## src/adl_pkg.sv

```systemverilog
/*
  Package for the long-format diagnostic message framer: frame geometry,
  control register layout, service codes, cause and state encodings and the
  structs that carry the message snapshot and the stored configuration.
  Assumes a single 40 MHz clock domain; used by adl_framer and its bench.
*/
`default_nettype none
package adl_pkg;
  // Frame geometry in bytes
  localparam int unsigned LONG_LEN      = 62;
  localparam int unsigned SHORT_LEN     = 16;
  localparam int unsigned STD_HDR_LEN   = 6;
  localparam int unsigned OFF_EXT_HDR   = 6;
  localparam int unsigned OFF_RESERVED  = 56;
  localparam int unsigned RESERVED_LEN  = 6;
  localparam logic [7:0]  LONG_HDR_VAL  = 8'(LONG_LEN - STD_HDR_LEN);
  localparam logic [7:0]  SHORT_HDR_VAL = 8'(SHORT_LEN - STD_HDR_LEN);
  localparam logic [5:0]  LONG_LAST     = 6'(LONG_LEN - 1);
  localparam logic [5:0]  SHORT_LAST    = 6'(SHORT_LEN - 1);

  // Register map (byte addresses)
  localparam logic [7:0] ADDR_CTRL   = 8'h00;
  localparam logic [7:0] ADDR_STATUS = 8'h04;
  localparam logic [7:0] ADDR_COUNT  = 8'h08;

  // Control register fields
  localparam int unsigned CTRL_EXT   = 0;
  localparam int unsigned CTRL_COMM  = 2;
  localparam int unsigned CTRL_SCALE = 3;
  localparam int unsigned CTRL_SPEC  = 6;
  localparam int unsigned CTRL_PROG  = 7;
  localparam int unsigned CTRL_ENC   = 8;
  localparam logic [15:0] CTRL_RESET = 16'h0F00;
  localparam logic [15:0] CTRL_WMASK = 16'hFFCD;

  // Encoder type codes
  localparam logic [7:0] ENC_SINGLETURN = 8'h00;
  localparam logic [7:0] ENC_MULTITURN  = 8'h01;
  localparam logic [7:0] ENC_LINEAR     = 8'h07;
  localparam logic [7:0] ENC_CASSETTE   = 8'h0F;

  // Special service codes and axis field values
  localparam logic [7:0] ERROR_POLL_COMMAND  = 8'h41;
  localparam logic [7:0] PRESET_SELECT_CMD_A = 8'h40;
  localparam logic [7:0] PRESET_SELECT_CMD_B = 8'h60;
  localparam logic [7:0] AXIS_PRESET_FLAG    = 8'h80;
  localparam logic [7:0] AXIS_CASSETTE       = 8'h00;
  localparam logic [7:0] ALARM_KEEP_MASK     = 8'hE0;
  localparam logic [7:0] ALARM_POLL_MASK     = 8'h0F;
  localparam logic [7:0] ALARM_VALID_MASK    = 8'hEF;

  // Message causes, one-hot; lower bit has priority
  typedef enum logic [5:0] {
    CAUSE_NONE   = 6'b000000,
    CAUSE_ERROR  = 6'b000001,
    CAUSE_PRESET = 6'b000010,
    CAUSE_POLL   = 6'b000100,
    CAUSE_SVC    = 6'b001000,
    CAUSE_PROG   = 6'b010000,
    CAUSE_SELECT = 6'b100000
  } adl_cause_e;

  typedef enum logic [1:0] {
    ST_IDLE = 2'b01,
    ST_SEND = 2'b10
  } adl_state_e;

  typedef logic [3:0][15:0] adl_err_t;

  // Per-message variable part
  typedef struct packed {
    logic [7:0] alarms;
    logic [7:0] axis;
    logic [7:0] axis_map;
    adl_err_t   err;
  } adl_msg_s;

  // Stored configuration, loaded at message start
  typedef struct packed {
    logic [15:0] profile_ver;
    logic [15:0] software_ver;
    logic [31:0] op_time;
    logic [31:0] steps_per_rev;
    logic [15:0] revolutions;
    logic [31:0] meas_length;
    logic [15:0] meas_num;
    logic [15:0] meas_den;
    logic [31:0] value_offset;
    logic [31:0] mfr_offset;
    logic [31:0] article_no;
    logic [15:0] serial_no;
  } adl_cfg_s;
endpackage
`default_nettype wire

```

## src/adl_framer.sv

```systemverilog
/*
  Long/short diagnostic message framer of a multi-axis encoder cassette.
  Collects message causes, snapshots the variable fields and streams the
  frame byte by byte, most significant byte first.
  Assumes all event and status inputs come from logic on mclk_in and that
  the stream consumer raises msg_ready_in when it takes a byte.
*/
// The implementer's own choices: the register offsets and the plain strobed port.
// Summary of operation
// - Long message 62 bytes, 56 user bytes
// - Long format only in extended mode
// - Byte 6 gives count of diagnostic bytes
// - Byte 7 holds alarm flags
// - Byte 8 holds operating status bits
// - Byte 9 holds encoder type code
// - Byte 10 names cassette or axis
// - Byte 11 maps axes still in error
// - Four error numbers, newest first
// - Nameplate steps and revolutions at 28, 32
// - Scaled measured-value offset at 42
// - Unscaled manufacturer offset at 46
// - Six reserved bytes at 56 are zero
// - New error: axis, errors zero; map set
// - Preset: axis MSB set, preset axes map
// - Message after every special service
// - Error poll returns axis, map, errors
// - Error poll refreshes alarm bits 0-3
// - Programming: axis and value echoed
// - Preset preselection change: bare message
// - Poll acknowledges; then alarms cleared
`timescale 1ns/1ps
`default_nettype none
module adl_framer (
  // Clock and reset
  input  wire logic             mclk_in,
  input  wire logic             sys_rst_in,
  // Register port
  input  wire logic [7:0]       reg_addr_in,
  input  wire logic [31:0]      reg_wdata_in,
  input  wire logic             reg_wr_in,
  input  wire logic             reg_rd_in,
  output logic      [31:0]      reg_rdata_out,
  // Events
  input  wire logic             new_error_in,
  input  wire logic             preset_done_in,
  input  wire logic [7:0]       preset_axes_in,
  input  wire logic             svc_done_in,
  input  wire logic [7:0]       svc_code_in,
  input  wire logic [3:0]       svc_axis_in,
  input  wire logic             prog_done_in,
  input  wire logic [3:0]       prog_axis_in,
  input  wire logic [31:0]      prog_value_in,
  // Live status
  input  wire logic [7:0]       alarm_set_in,
  input  wire logic [7:0]       alarm_live_in,
  input  wire logic [7:0]       err_axes_in,
  input  wire adl_pkg::adl_err_t err_num_in,
  input  wire logic [47:0]      std_hdr_in,
  input  wire adl_pkg::adl_cfg_s cfg_in,
  // Message stream
  output logic                  msg_valid_out,
  output logic      [7:0]       msg_byte_out,
  output logic                  msg_first_out,
  output logic                  msg_last_out,
  input  wire logic             msg_ready_in,
  // Error handshake and flags
  output logic                  err_ack_out,
  output logic                  error_summary_flag_out,
  output logic                  pos_error_out
);

  adl_pkg::adl_state_e state_q;
  logic [5:0]          pend_q;
  logic [5:0]          cause_q;
  logic [7:0]          preset_map_q;
  logic [7:0]          poll_axis_q;
  logic [7:0]          prog_axis_q;
  logic [31:0]         prog_val_q;
  logic [7:0]          alarm_q;
  logic                errors_open_q;
  logic [15:0]         ctrl_q;
  logic [15:0]         msg_count_q;
  adl_pkg::adl_msg_s   snap_q;
  adl_pkg::adl_cfg_s   cfg_q;
  logic [47:0]         hdr_q;
  logic                long_q;
  logic [7:0]          op_q;
  logic [7:0]          enc_q;
  logic [5:0]          idx_q;
  logic [5:0]          cur_idx_q;
  logic [5:0]          sent_cnt_q;

  // Event decode
  wire is_poll   = svc_done_in && (svc_code_in == adl_pkg::ERROR_POLL_COMMAND);
  wire is_select = svc_done_in && ((svc_code_in == adl_pkg::PRESET_SELECT_CMD_A) ||
                                   (svc_code_in == adl_pkg::PRESET_SELECT_CMD_B));
  wire is_svc    = svc_done_in && !is_poll && !is_select;
  wire [5:0] new_pend = {is_select, prog_done_in, is_svc, is_poll,
                         preset_done_in, new_error_in};

  // Lowest pending cause wins
  wire [5:0] grant    = pend_q & 6'(~pend_q + 6'h01);
  wire       start    = (state_q == adl_pkg::ST_IDLE) && (pend_q != 6'h00);
  wire       take     = msg_valid_out && msg_ready_in;
  wire       can_load = (state_q == adl_pkg::ST_SEND) && (!msg_valid_out || msg_ready_in);
  wire [5:0] last_idx = long_q ? adl_pkg::LONG_LAST : adl_pkg::SHORT_LAST;
  wire       final_take = take && msg_last_out;
  wire       poll_start = start && (grant == adl_pkg::CAUSE_POLL);

  // Register decode
  wire sel_ctrl   = reg_addr_in == adl_pkg::ADDR_CTRL;
  wire sel_status = reg_addr_in == adl_pkg::ADDR_STATUS;
  wire sel_count  = reg_addr_in == adl_pkg::ADDR_COUNT;
  wire [31:0] status_word = {8'h00, pend_q, errors_open_q, (state_q == adl_pkg::ST_SEND),
                             alarm_q, err_axes_in};
  wire [31:0] next_rdata  = sel_ctrl   ? {16'h0000, ctrl_q} :
                            sel_status ? status_word :
                            sel_count  ? {16'h0000, msg_count_q} : 32'h0000_0000;

  wire [7:0] op_status = {ctrl_q[adl_pkg::CTRL_PROG], ctrl_q[adl_pkg::CTRL_SPEC], 2'b00,
                          ctrl_q[adl_pkg::CTRL_SCALE], ctrl_q[adl_pkg::CTRL_COMM],
                          ctrl_q[adl_pkg::CTRL_EXT], 1'b0};

  wire [7:0] alarm_byte = (alarm_q & adl_pkg::ALARM_KEEP_MASK) |
                          (poll_start ? (alarm_live_in & adl_pkg::ALARM_POLL_MASK)
                                      : (alarm_q & adl_pkg::ALARM_POLL_MASK));

  // Snapshot of the variable fields for the granted cause
  adl_pkg::adl_msg_s next_snap;
  always_comb begin
    next_snap        = '0;
    next_snap.alarms = alarm_byte;
    case (grant)
      adl_pkg::CAUSE_ERROR: begin
        next_snap.axis     = adl_pkg::AXIS_CASSETTE;
        next_snap.axis_map = err_axes_in;
      end
      adl_pkg::CAUSE_PRESET: begin
        next_snap.axis     = adl_pkg::AXIS_PRESET_FLAG;
        next_snap.axis_map = preset_map_q;
      end
      adl_pkg::CAUSE_POLL: begin
        next_snap.axis     = poll_axis_q;
        next_snap.axis_map = err_axes_in;
        next_snap.err      = err_num_in;
      end
      adl_pkg::CAUSE_SVC: begin
        next_snap.axis     = adl_pkg::AXIS_CASSETTE;
        next_snap.axis_map = err_axes_in;
      end
      adl_pkg::CAUSE_PROG: begin
        next_snap.axis     = prog_axis_q;
        next_snap.err[3]   = prog_val_q[31:16];
        next_snap.err[2]   = prog_val_q[15:0];
      end
      adl_pkg::CAUSE_SELECT: begin
        next_snap.axis     = adl_pkg::AXIS_CASSETTE;
      end
      default: begin
        next_snap.axis     = adl_pkg::AXIS_CASSETTE;
      end
    endcase
  end

  // full frame, MSB first, field order
  // header byte counts itself and following bytes, reserved zero
  wire [8*adl_pkg::LONG_LEN-1:0] frame_w = {
    hdr_q,
    (long_q ? adl_pkg::LONG_HDR_VAL : adl_pkg::SHORT_HDR_VAL),
    snap_q.alarms & adl_pkg::ALARM_VALID_MASK, op_q, enc_q,
    snap_q.axis, snap_q.axis_map, snap_q.err,
    cfg_q.profile_ver, cfg_q.software_ver, cfg_q.op_time,
    cfg_q.steps_per_rev, cfg_q.revolutions,
    cfg_q.meas_length, cfg_q.meas_num, cfg_q.meas_den,
    cfg_q.value_offset, cfg_q.mfr_offset,
    cfg_q.article_no, cfg_q.serial_no,
    {(8*adl_pkg::RESERVED_LEN){1'b0}}};
  wire [7:0] sel_byte = frame_w[8*(adl_pkg::LONG_LEN - 1 - 32'(idx_q)) +: 8];

  // Register port
  always_ff @(posedge mclk_in) begin
    if (sys_rst_in) begin
      ctrl_q        <= adl_pkg::CTRL_RESET;
      reg_rdata_out <= 32'h0000_0000;
    end else begin
      if (reg_wr_in && sel_ctrl) begin
        ctrl_q <= reg_wdata_in[15:0] & adl_pkg::CTRL_WMASK;
      end
      reg_rdata_out <= reg_rd_in ? next_rdata : 32'h0000_0000;
    end
  end

  // Cause collection; a new event beats the clear of its own bit
  always_ff @(posedge mclk_in) begin
    if (sys_rst_in) begin
      pend_q       <= 6'h00;
      preset_map_q <= 8'h00;
      poll_axis_q  <= 8'h00;
      prog_axis_q  <= 8'h00;
      prog_val_q   <= 32'h0000_0000;
    end else begin
      // every special service queues a message
      pend_q <= (start ? (pend_q & ~grant) : pend_q) | new_pend;
      if (preset_done_in) begin
        preset_map_q <= ((start && grant == adl_pkg::CAUSE_PRESET) ? 8'h00 : preset_map_q)
                        | preset_axes_in;
      end else if (start && grant == adl_pkg::CAUSE_PRESET) begin
        preset_map_q <= 8'h00;
      end
      if (is_poll) begin
        poll_axis_q <= {4'h0, svc_axis_in};
      end
      if (prog_done_in) begin
        prog_axis_q <= {4'h0, prog_axis_in};
        prog_val_q  <= prog_value_in;
      end
    end
  end

  always_ff @(posedge mclk_in) begin
    if (sys_rst_in) begin
      alarm_q                <= 8'h00;
      errors_open_q          <= 1'b0;
      err_ack_out            <= 1'b0;
      error_summary_flag_out <= 1'b0;
      pos_error_out          <= 1'b0;
    end else begin
      err_ack_out            <= poll_start;
      alarm_q                <= (poll_start ? 8'h00 : alarm_q) | alarm_set_in;
      errors_open_q          <= (poll_start ? 1'b0 : errors_open_q) | new_error_in;
      error_summary_flag_out <= |alarm_q;
      pos_error_out          <= errors_open_q;
    end
  end

  // Frame sequencer
  always_ff @(posedge mclk_in) begin
    if (sys_rst_in) begin
      state_q       <= adl_pkg::ST_IDLE;
      snap_q        <= '0;
      cfg_q         <= '0;
      hdr_q         <= 48'h0000_0000_0000;
      long_q        <= 1'b0;
      op_q          <= 8'h00;
      enc_q         <= 8'h00;
      idx_q         <= 6'h00;
      cur_idx_q     <= 6'h00;
      msg_valid_out <= 1'b0;
      msg_byte_out  <= 8'h00;
      msg_first_out <= 1'b0;
      msg_last_out  <= 1'b0;
      msg_count_q   <= 16'h0000;
    end else begin
      case (state_q)
        adl_pkg::ST_IDLE: begin
          if (start) begin
            snap_q  <= next_snap;
            cfg_q   <= cfg_in;
            hdr_q   <= std_hdr_in;
            long_q  <= ctrl_q[adl_pkg::CTRL_EXT];
            op_q    <= op_status;
            enc_q   <= ctrl_q[adl_pkg::CTRL_ENC +: 8];
            idx_q   <= 6'h00;
            state_q <= adl_pkg::ST_SEND;
          end
        end
        adl_pkg::ST_SEND: begin
          if (can_load && idx_q <= last_idx) begin
            msg_valid_out <= 1'b1;
            msg_byte_out  <= sel_byte;
            msg_first_out <= idx_q == 6'h00;
            msg_last_out  <= idx_q == last_idx;
            cur_idx_q     <= idx_q;
            idx_q         <= idx_q + 6'h01;
          end else if (take) begin
            msg_valid_out <= 1'b0;
            msg_first_out <= 1'b0;
            msg_last_out  <= 1'b0;
          end
          if (final_take) begin
            msg_count_q <= msg_count_q + 16'h0001;
            state_q     <= adl_pkg::ST_IDLE;
          end
        end
        default: state_q <= adl_pkg::ST_IDLE;
      endcase
    end
  end

  // Helper: bytes taken in the current frame
  always_ff @(posedge mclk_in) begin
    if (sys_rst_in) begin
      sent_cnt_q <= 6'h00;
    end else if (take) begin
      sent_cnt_q <= msg_last_out ? 6'h00 : sent_cnt_q + 6'h01;
    end
  end

  a_long_length: assert property (@(posedge mclk_in) disable iff (sys_rst_in)
    final_take && long_q |-> sent_cnt_q == adl_pkg::LONG_LAST)
    else $error("long frame length wrong");

  a_short_length: assert property (@(posedge mclk_in) disable iff (sys_rst_in)
    final_take && !long_q |-> sent_cnt_q == adl_pkg::SHORT_LAST)
    else $error("short frame length wrong");

  a_header_count: assert property (@(posedge mclk_in) disable iff (sys_rst_in)
    msg_valid_out && cur_idx_q == 6'(adl_pkg::OFF_EXT_HDR) |->
      msg_byte_out == (long_q ? 8'h38 : 8'h0A))
    else $error("extended header byte wrong");

  a_reserved_zero: assert property (@(posedge mclk_in) disable iff (sys_rst_in)
    msg_valid_out && cur_idx_q >= 6'(adl_pkg::OFF_RESERVED) |-> msg_byte_out == 8'h00)
    else $error("reserved byte not zero");

  a_error_fields: assert property (@(posedge mclk_in) disable iff (sys_rst_in)
    start && grant == adl_pkg::CAUSE_ERROR |=>
      snap_q.axis == 8'h00 && snap_q.err == '0 && snap_q.axis_map == $past(err_axes_in))
    else $error("new error fields wrong");

  a_preset_flag: assert property (@(posedge mclk_in) disable iff (sys_rst_in)
    start && grant == adl_pkg::CAUSE_PRESET |=> snap_q.axis == 8'h80)
    else $error("preset flag missing");

  a_service_queued: assert property (@(posedge mclk_in) disable iff (sys_rst_in)
    svc_done_in |=> (pend_q & 6'b101100) != 6'h00)
    else $error("special service not queued");

  a_poll_ack: assert property (@(posedge mclk_in) disable iff (sys_rst_in)
    poll_start |=> err_ack_out && (!errors_open_q || $past(new_error_in)) ##1
      (!pos_error_out || $past(new_error_in, 2)))
    else $error("poll did not acknowledge");

  a_prog_echo: assert property (@(posedge mclk_in) disable iff (sys_rst_in)
    start && grant == adl_pkg::CAUSE_PROG |=>
      {snap_q.err[3], snap_q.err[2]} == $past(prog_val_q) && snap_q.axis == $past(prog_axis_q))
    else $error("programmed value not echoed");

  a_frame_starts: assert property (@(posedge mclk_in) disable iff (sys_rst_in)
    start |=> ##[1:2] msg_valid_out && msg_first_out)
    else $error("frame did not start");

  a_poll_fields: assert property (@(posedge mclk_in) disable iff (sys_rst_in)
    poll_start |=> snap_q.axis == $past(poll_axis_q) && snap_q.axis_map == $past(err_axes_in) &&
      snap_q.err == $past(err_num_in))
    else $error("poll fields wrong");

  a_alarm_refresh: assert property (@(posedge mclk_in) disable iff (sys_rst_in)
    poll_start |=> (snap_q.alarms & 8'h0F) == ($past(alarm_live_in) & 8'h0F))
    else $error("poll alarm bits not refreshed");

  a_select_bare: assert property (@(posedge mclk_in) disable iff (sys_rst_in)
    start && grant == adl_pkg::CAUSE_SELECT |=>
      snap_q.axis == 8'h00 && snap_q.axis_map == 8'h00 && snap_q.err == '0)
    else $error("preselection message not bare");

  a_ack_single: assert property (@(posedge mclk_in) disable iff (sys_rst_in)
    err_ack_out |=> !err_ack_out)
    else $error("acknowledge longer than one cycle");

endmodule
`default_nettype wire

```

## config.mk

```make
export PLATFORM = sky130hd
export DESIGN_NAME = adl_framer
export DESIGN_NICKNAME = d
export VERILOG_FILES = /design/src/adl_pkg.sv /design/src/adl_framer.sv
export SDC_FILE = /design/constraint.sdc
export NUM_CORES = 1
export LEC_CHECK = 0
export BUFFER_PORTS_ARGS = -buffer_cell sky130_fd_sc_hd__clkbuf_2
export CORE_AREA = 8 8 220 222
export DETAILED_ROUTE_END_ITERATION = 10
export DIE_AREA = 0 0 228 230
export PLACE_DENSITY = 0.85
export SLEW_MARGIN = 15
export SYNTH_ARGS = -nofsm -noshare
export SYNTH_HDL_FRONTEND = slang
export SYNTH_SLANG_ARGS = --single-unit
export TNS_END_PERCENT = 100
```

## constraint.sdc

```tcl
create_clock -name mclk_in -period 4.05 [get_ports mclk_in]
set_clock_uncertainty 0.1 [all_clocks]
set_input_delay 0.6075 -clock mclk_in [delete_from_list [all_inputs] [get_ports mclk_in]]
set_output_delay 0.6075 -clock mclk_in [all_outputs]
set_load 0.005 [all_outputs]
```

# [Word level (Yosys, flattened, before mapping)]
# Cells that the tools add are included.
[word_totals] elab_cells=135 in_bits=529 register_bits=584 romBits=0 ramBits=0 latchBits=0 output_inout_bits=46 memories=0
[op_classes] n_reduce_logical=33 div_mod_pow=0 n_eq_ne=16 shifts=1 addsub=4 bitwise_logic=10 mux=25 order_cmp=1 mul=0
[ops] cell="496-bit by 33-bit indexed part select with 8-bit output" n=1
[ops] cell="32-bit case mux with 2 select lines" n=1
[ops] cell="16-bit two-way mux" n=2
[ops] cell="32-bit two-way mux" n=1
[ops] cell="6-bit two-way mux" n=5
[ops] cell="8-bit by 7-bit == test with 1-bit output, second input constant" n=3
[ops] cell="24-bit two-way mux" n=1
[ops] cell="8-bit two-way mux" n=3
[ops] cell="8-bit case mux with 3 select lines" n=1
[ops] cell="16-bit by 1-bit adder with 16-bit output, second input constant" n=1
[ops] cell="8-bit OR" n=2
[ops] cell="8-bit case mux with 2 select lines" n=1
[ops] cell="6-bit by 1-bit adder with 6-bit output, second input constant" n=2
[ops] cell="6-bit AND" n=2
[ops] cell="1-bit logical AND" n=12
[ops] cell="6-bit NOT" n=2
[ops] cell="6-bit case mux with 2 select lines" n=1
[ops] cell="2-bit AND reduction" n=5
[ops] cell="8-bit by 3-bit == test with 1-bit output, second input constant" n=1
[ops] cell="8-bit by 4-bit == test with 1-bit output, second input constant" n=1
[ops] cell="8-bit zero test" n=1
[ops] cell="8-bit by 4-bit OR with 8-bit output" n=1
[ops] cell="8-bit OR reduction" n=1
[ops] cell="6-bit by 6-bit subtractor with 7-bit output, first input constant" n=1
[ops] cell="27 further kinds" n=38

# [Logic depth before layout (Yosys ltp)]
[logic_depth] word_depth=8 mapped_depth=11 ltp_nobuf=8

# [Worst setup path after synthesis]
# No wires, ideal clock.
[synth_timing] path_kind="flip-flop to flip-flop" from="register idx_q[1]" to="register msg_byte_out[0]" required_ps=3826 period_less_slack_ps=2484 setup_time_ps=124 path_slack_ps=1566 arrival_ps=2260 n_path_buf=4 stages_incl_launch_ff=11 path_cell_list="dfxtp_1 -> ha_1 -> buf_4 -> buf_4 -> buf_2 -> buf_2 -> mux4_2 -> mux2i_1 -> o22ai_1 -> a221oi_1 -> o21ai_0"
[synth_between] elab_chain_len=3 word_cells_on_any_way=5 cone_classes="add/sub: 1; order compare: 1; shift: 1; reduce/logical: 2"
[synth_rtl] item="from (decl)" line="adl_framer.sv:89" source="logic [5:0] idx_q;"
[synth_rtl] item="from (signal assigned)" line="adl_framer.sv:274" source="idx_q <= idx_q + 6'h01;"
[synth_rtl] item="parallel branches: the longest is 3 deep, another holds 6-bit by 6-bit subtractor with 7-bit output"
[synth_rtl] item="to (signal assigned)" line="adl_framer.sv:270" source="msg_byte_out <= sel_byte;"
[synth_rtl] item="to (decl)" line="adl_framer.sv:62" source="output logic [7:0] msg_byte_out,"
# Parallel ways; which one is timed is not known.
# A chain may end at the register's enable or synchronous reset.

# [Final worst setup path]
[layout_timing] from="register idx_q[2]" to="register msg_byte_out[4]"
# Same word-level chain as after synthesis.

==> impl_metrics.csv <==
group,metric,value,unit
power,power_leakage,12.07,nW
sta,hold_ws,93.66,ps
drt,dr.pass1.iters,5,
logic_synthesis,synth_top_area_share,47.12,%
sta,fin_crit_sh,83.28,%
clock_tree,cts-resized-gates,0,
power,p_sw,4.231,mW
power,seqPwrFrac,44.8,%
layout,nets,3755,
critical_path,cp_data_arrival_time,3830,ps
drt,drc,0,
clock_tree,cts_sinks,571,
drt,dr.first_iter.drc_count,2324,
critical_path,cp-end-kind,"register",
logic_synthesis,synthMuxAreaShare,12.88,%
critical_path,crit_path_start_kind,"register",
logic_synthesis,synthCells,2786,
logic_synthesis,ys_ff_latch,571,
floorplan,die_height,230,um
clock_tree,numCtsBuffers,58,
critical_path,r2r_start,"idx_q[2]",
power,vdd.ir_drop.worst,0.0004342,V
power,combPwrFrac,18.2,%
min_path,hold_end,"alarm_q[4]",
global_routing,grt_pass1_wl,121300,um
outcome,status,"finished, final reports clean",
sta,max_slew_margin,25.14,%
logic_synthesis,synthesis.area,24260,um2
logic_synthesis,ys_async_sr_fraction,0,%
sta,tightest_slew,1121,ps
logic_synthesis,synth-simple-area-share,18.53,%
layout,final_core_util,65.19,%
critical_path,worstSetupPathType,"register to register",
floorplan,start_util,54.04,%
logic_synthesis,synth_edf_count,0,
critical_path,reg2reg_to,"msg_byte_out[4]",
sta,hold_violations,0,
logic_synthesis,synthAdderAreaFrac,0.4126,%
layout,area_growth,20.65,%
clock_tree,htreeDepth,2,
clock_tree,path_clk_slew,70,ps
power,p_int,10.38,mW
place,port_buffers,543,
logic_synthesis,synth-main-ff-cell,"dfxtp_1",
global_routing,grt_max_degree,163,
logic_synthesis,yosysTopAreaCell,"dfxtp_1",
floorplan,rows,78,
logic_synthesis,synth.distinct_cells,69,
drt,num_vias,22510,
drt,wl_per_cell,20.53,um
floorplan,die_area,52440,um2
clock_tree,hold_buffers,0,
clock_tree,cts-root-buf,"clkbuf_16",
place,routabilityCongestion,0.8740,
critical_path,reg2reg_depth,6,
floorplan,die_w,228,um
critical_path,regToRegSetupSlack,680,ps
power,power.share.switching,28.97,%
logic_synthesis,avgSynthCellArea,8.707,um2
min_path,hold_depth,3,
clock_tree,cts_tree,"done",
place,dp_hpwl,57930,um
sta,setup_tns,0,ps
sta,layout_min_cycle_time,3373,ps
global_routing,first_global_vias,21830,
global_routing,antenna_found_initial,5,
logic_synthesis,synth_top_family_by_area,"simple AND/OR/NAND/NOR gates",
drt,vias_per_cell,5.824,
logic_synthesis,ys_seq_area_share,47.12,%
layout,drive_gt1_share,24.43,%
critical_path,critPathRequiredTime,4500,ps
sta,rsz0062_at_grt,"false",
floorplan,io_pins,575,
global_routing,grt_overflow_total,0,
drt,wirelength,79360,um
floorplan,fp.coreArea,44890,um2
logic_synthesis,synth_warnings,0,
logic_synthesis,synth_compound_area_share,15.30,%
clock_tree,postCtsSetupBuffers,0,
logic_synthesis,ys_top_cells_by_area,"dfxtp_1, nand2_1, a21oi_1, mux4_2, mux2i_1",
sta,finalSetupViolCount,0,
power,p_per_area,499.1,nW/um2
clock_tree,clock_path_buffers,3,
critical_path,worst-path-max-fanout,22,
global_routing,grt_usage,28.56,%
min_path,hold_path.class,"primary input to register",
job,timing.max_cap.violations,0,
logic_synthesis,synth_xor_area_share,0.8717,%
min_path,hp-start,"alarm_set_in[4]",
drt,antenna_left,0,
power,clkPwrFrac,37.0,%
sta,slew_violations,0,
sta,max_freq,296.5,MHz
clock_tree,insertion_delay,630,ps
-- worst max-delay path, cell delays in order (launching register included) --
cell      delay, ps
dfxtp_1         590
ha_4            470
clkinv_1        720
a221oi_1        550
o22ai_1         170
or4b_1          580
nand3_1         100
-- Yosys cell counts, types with 3 or more instances --
cell,instances
o221ai_1,6
a311oi_1,5
a32oi_1,5
a21oi_1,410
or3_1,4
a211oi_1,14
and3_1,6
mux2_2,7
dfxtp_1,571
nand2b_1,4
xor2_1,12
nor2_1,187
nand4_1,16
buf_1,8
a22o_1,35
buf_6,6
o32ai_1,3
nand3_1,23
buf_4,23
nand2_1,763
ha_1,8
and2_1,12
nand4b_1,3
clkbuf_1,144
a211o_1,6
a31oi_1,4
a221oi_1,51
nor3_1,61
inv_1,13
xnor2_1,9
buf_2,59
o211ai_1,4
nor4_1,7
o21ai_0,19
mux2i_1,109
mux4_2,78
a22oi_1,23
o22ai_1,9
mux4_1,7
nor2b_1,14
-- cell families after synthesis --
logic type,count (synthesis)
AND/OR/NAND/NOR,1110
AO/OA/AOI/OAI,617
flip-flops,571
buffers and inverters,255
multiplexers,202
XOR/XNOR,22
adder cells (fa/ha/maj),8
other,1
-- area by class of cell --
cell class,count,area (um2)
Tap cell,600,750.7
Inverter,14,52.55
Clock inverter,15,193.9
Fill cell,3569,15630
Timing Repair Buffer,606,3363
Multi-Input combinational cell,1967,11720
Sequential cell,571,11440
Antenna cell,2,5.005
Clock buffer,90,1742
-- sequential cells by signal, summed over array words and instances (netlist names), 5 cells and up --
| register | count |
|---|---|
| alarm_q | 8 |
| cfg_q | 288 |
| ctrl_q | 13 |
| enc_q | 8 |
| frame_w | 84 |
| hdr_q | 48 |
| idx_q | 6 |
| msg_byte_out | 8 |
| msg_count_q | 16 |
| op_q | 5 |
| pend_q | 6 |
| preset_map_q | 8 |
| prog_val_q | 32 |
| reg_rdata_out | 24 |
-- worst max-delay path by stage --
stage | startpoint | to | slack, ps | cells after the start
global route | idx_q[2] | msg_byte_out[4] | 480 | 6
CTS | idx_q[2] | msg_byte_out[4] | 630 | 6
floorplan | idx_q[1] | msg_byte_out[0] | 1570 | 10
finish | idx_q[2] | msg_byte_out[4] | 680 | 6
global placement | idx_q[2] | msg_byte_out[4] | 720 | 6
detailed placement | idx_q[2] | msg_byte_out[4] | 670 | 6
-- through the flow --
| step | instance area, um2 | instances | power (mW) | setup WS, ps |
|---|---|---|---|---|
| 4_1_cts | 29260 | 3863 | 14.61 | 629.1 |
| 3_5_place_dp | 27330 | 3758 | 9.264 | 665.2 |
| 5_1_grt | 29260 | 3864 | 15.19 | 484.7 |
| 6_report | 29270 | 3865 | 14.61 | 677.0 |
| 2_1_floorplan | 24280 | 2793 | 8.308 | 1566 |
| 3_3_place_gp | 27330 | 3758 | 9.200 | 716.1 |
-- cells in the final DEF, fill, tap and decap left out, types with 14 or more instances in the layout --
master     count
clkbuf_1      15
nor2_1       185
mux4_2        78
a22o_1        35
nand4_1       16
clkbuf_16     58
a21oi_1      409
clkbuf_8      17
nor3_1        61
a22oi_1       23
dfxtp_1      569
nor2b_1       14
clkbuf_2     542
a211oi_1      14
nand2_1      762
a221oi_1      51
o21ai_0       19
buf_4         50
nand3_1       23
mux2i_1      109
-- power groups by stage --
stage          clock [mW]  combinational, mW  sequential (mW)
2_1_floorplan           0               1.79             6.52
3_3_place_gp            0               2.58             6.62
3_5_place_dp            0               2.62             6.64
4_1_cts              5.44               2.64             6.53
5_1_grt              5.68               2.92             6.59
6_report             5.41               2.66             6.54
-- per-layer routing --
layer  GRT usage [%]  part of all wire (%)  vias up
met3           5.799                   8.7      202
met4           11.49                   4.0        6
li1                -                     -    10530
met5               0                 0.052        -
met1           36.80                    40    10620
met2           46.71                    47     1154
No activity file was read; power rests on OpenSTA's default activity.
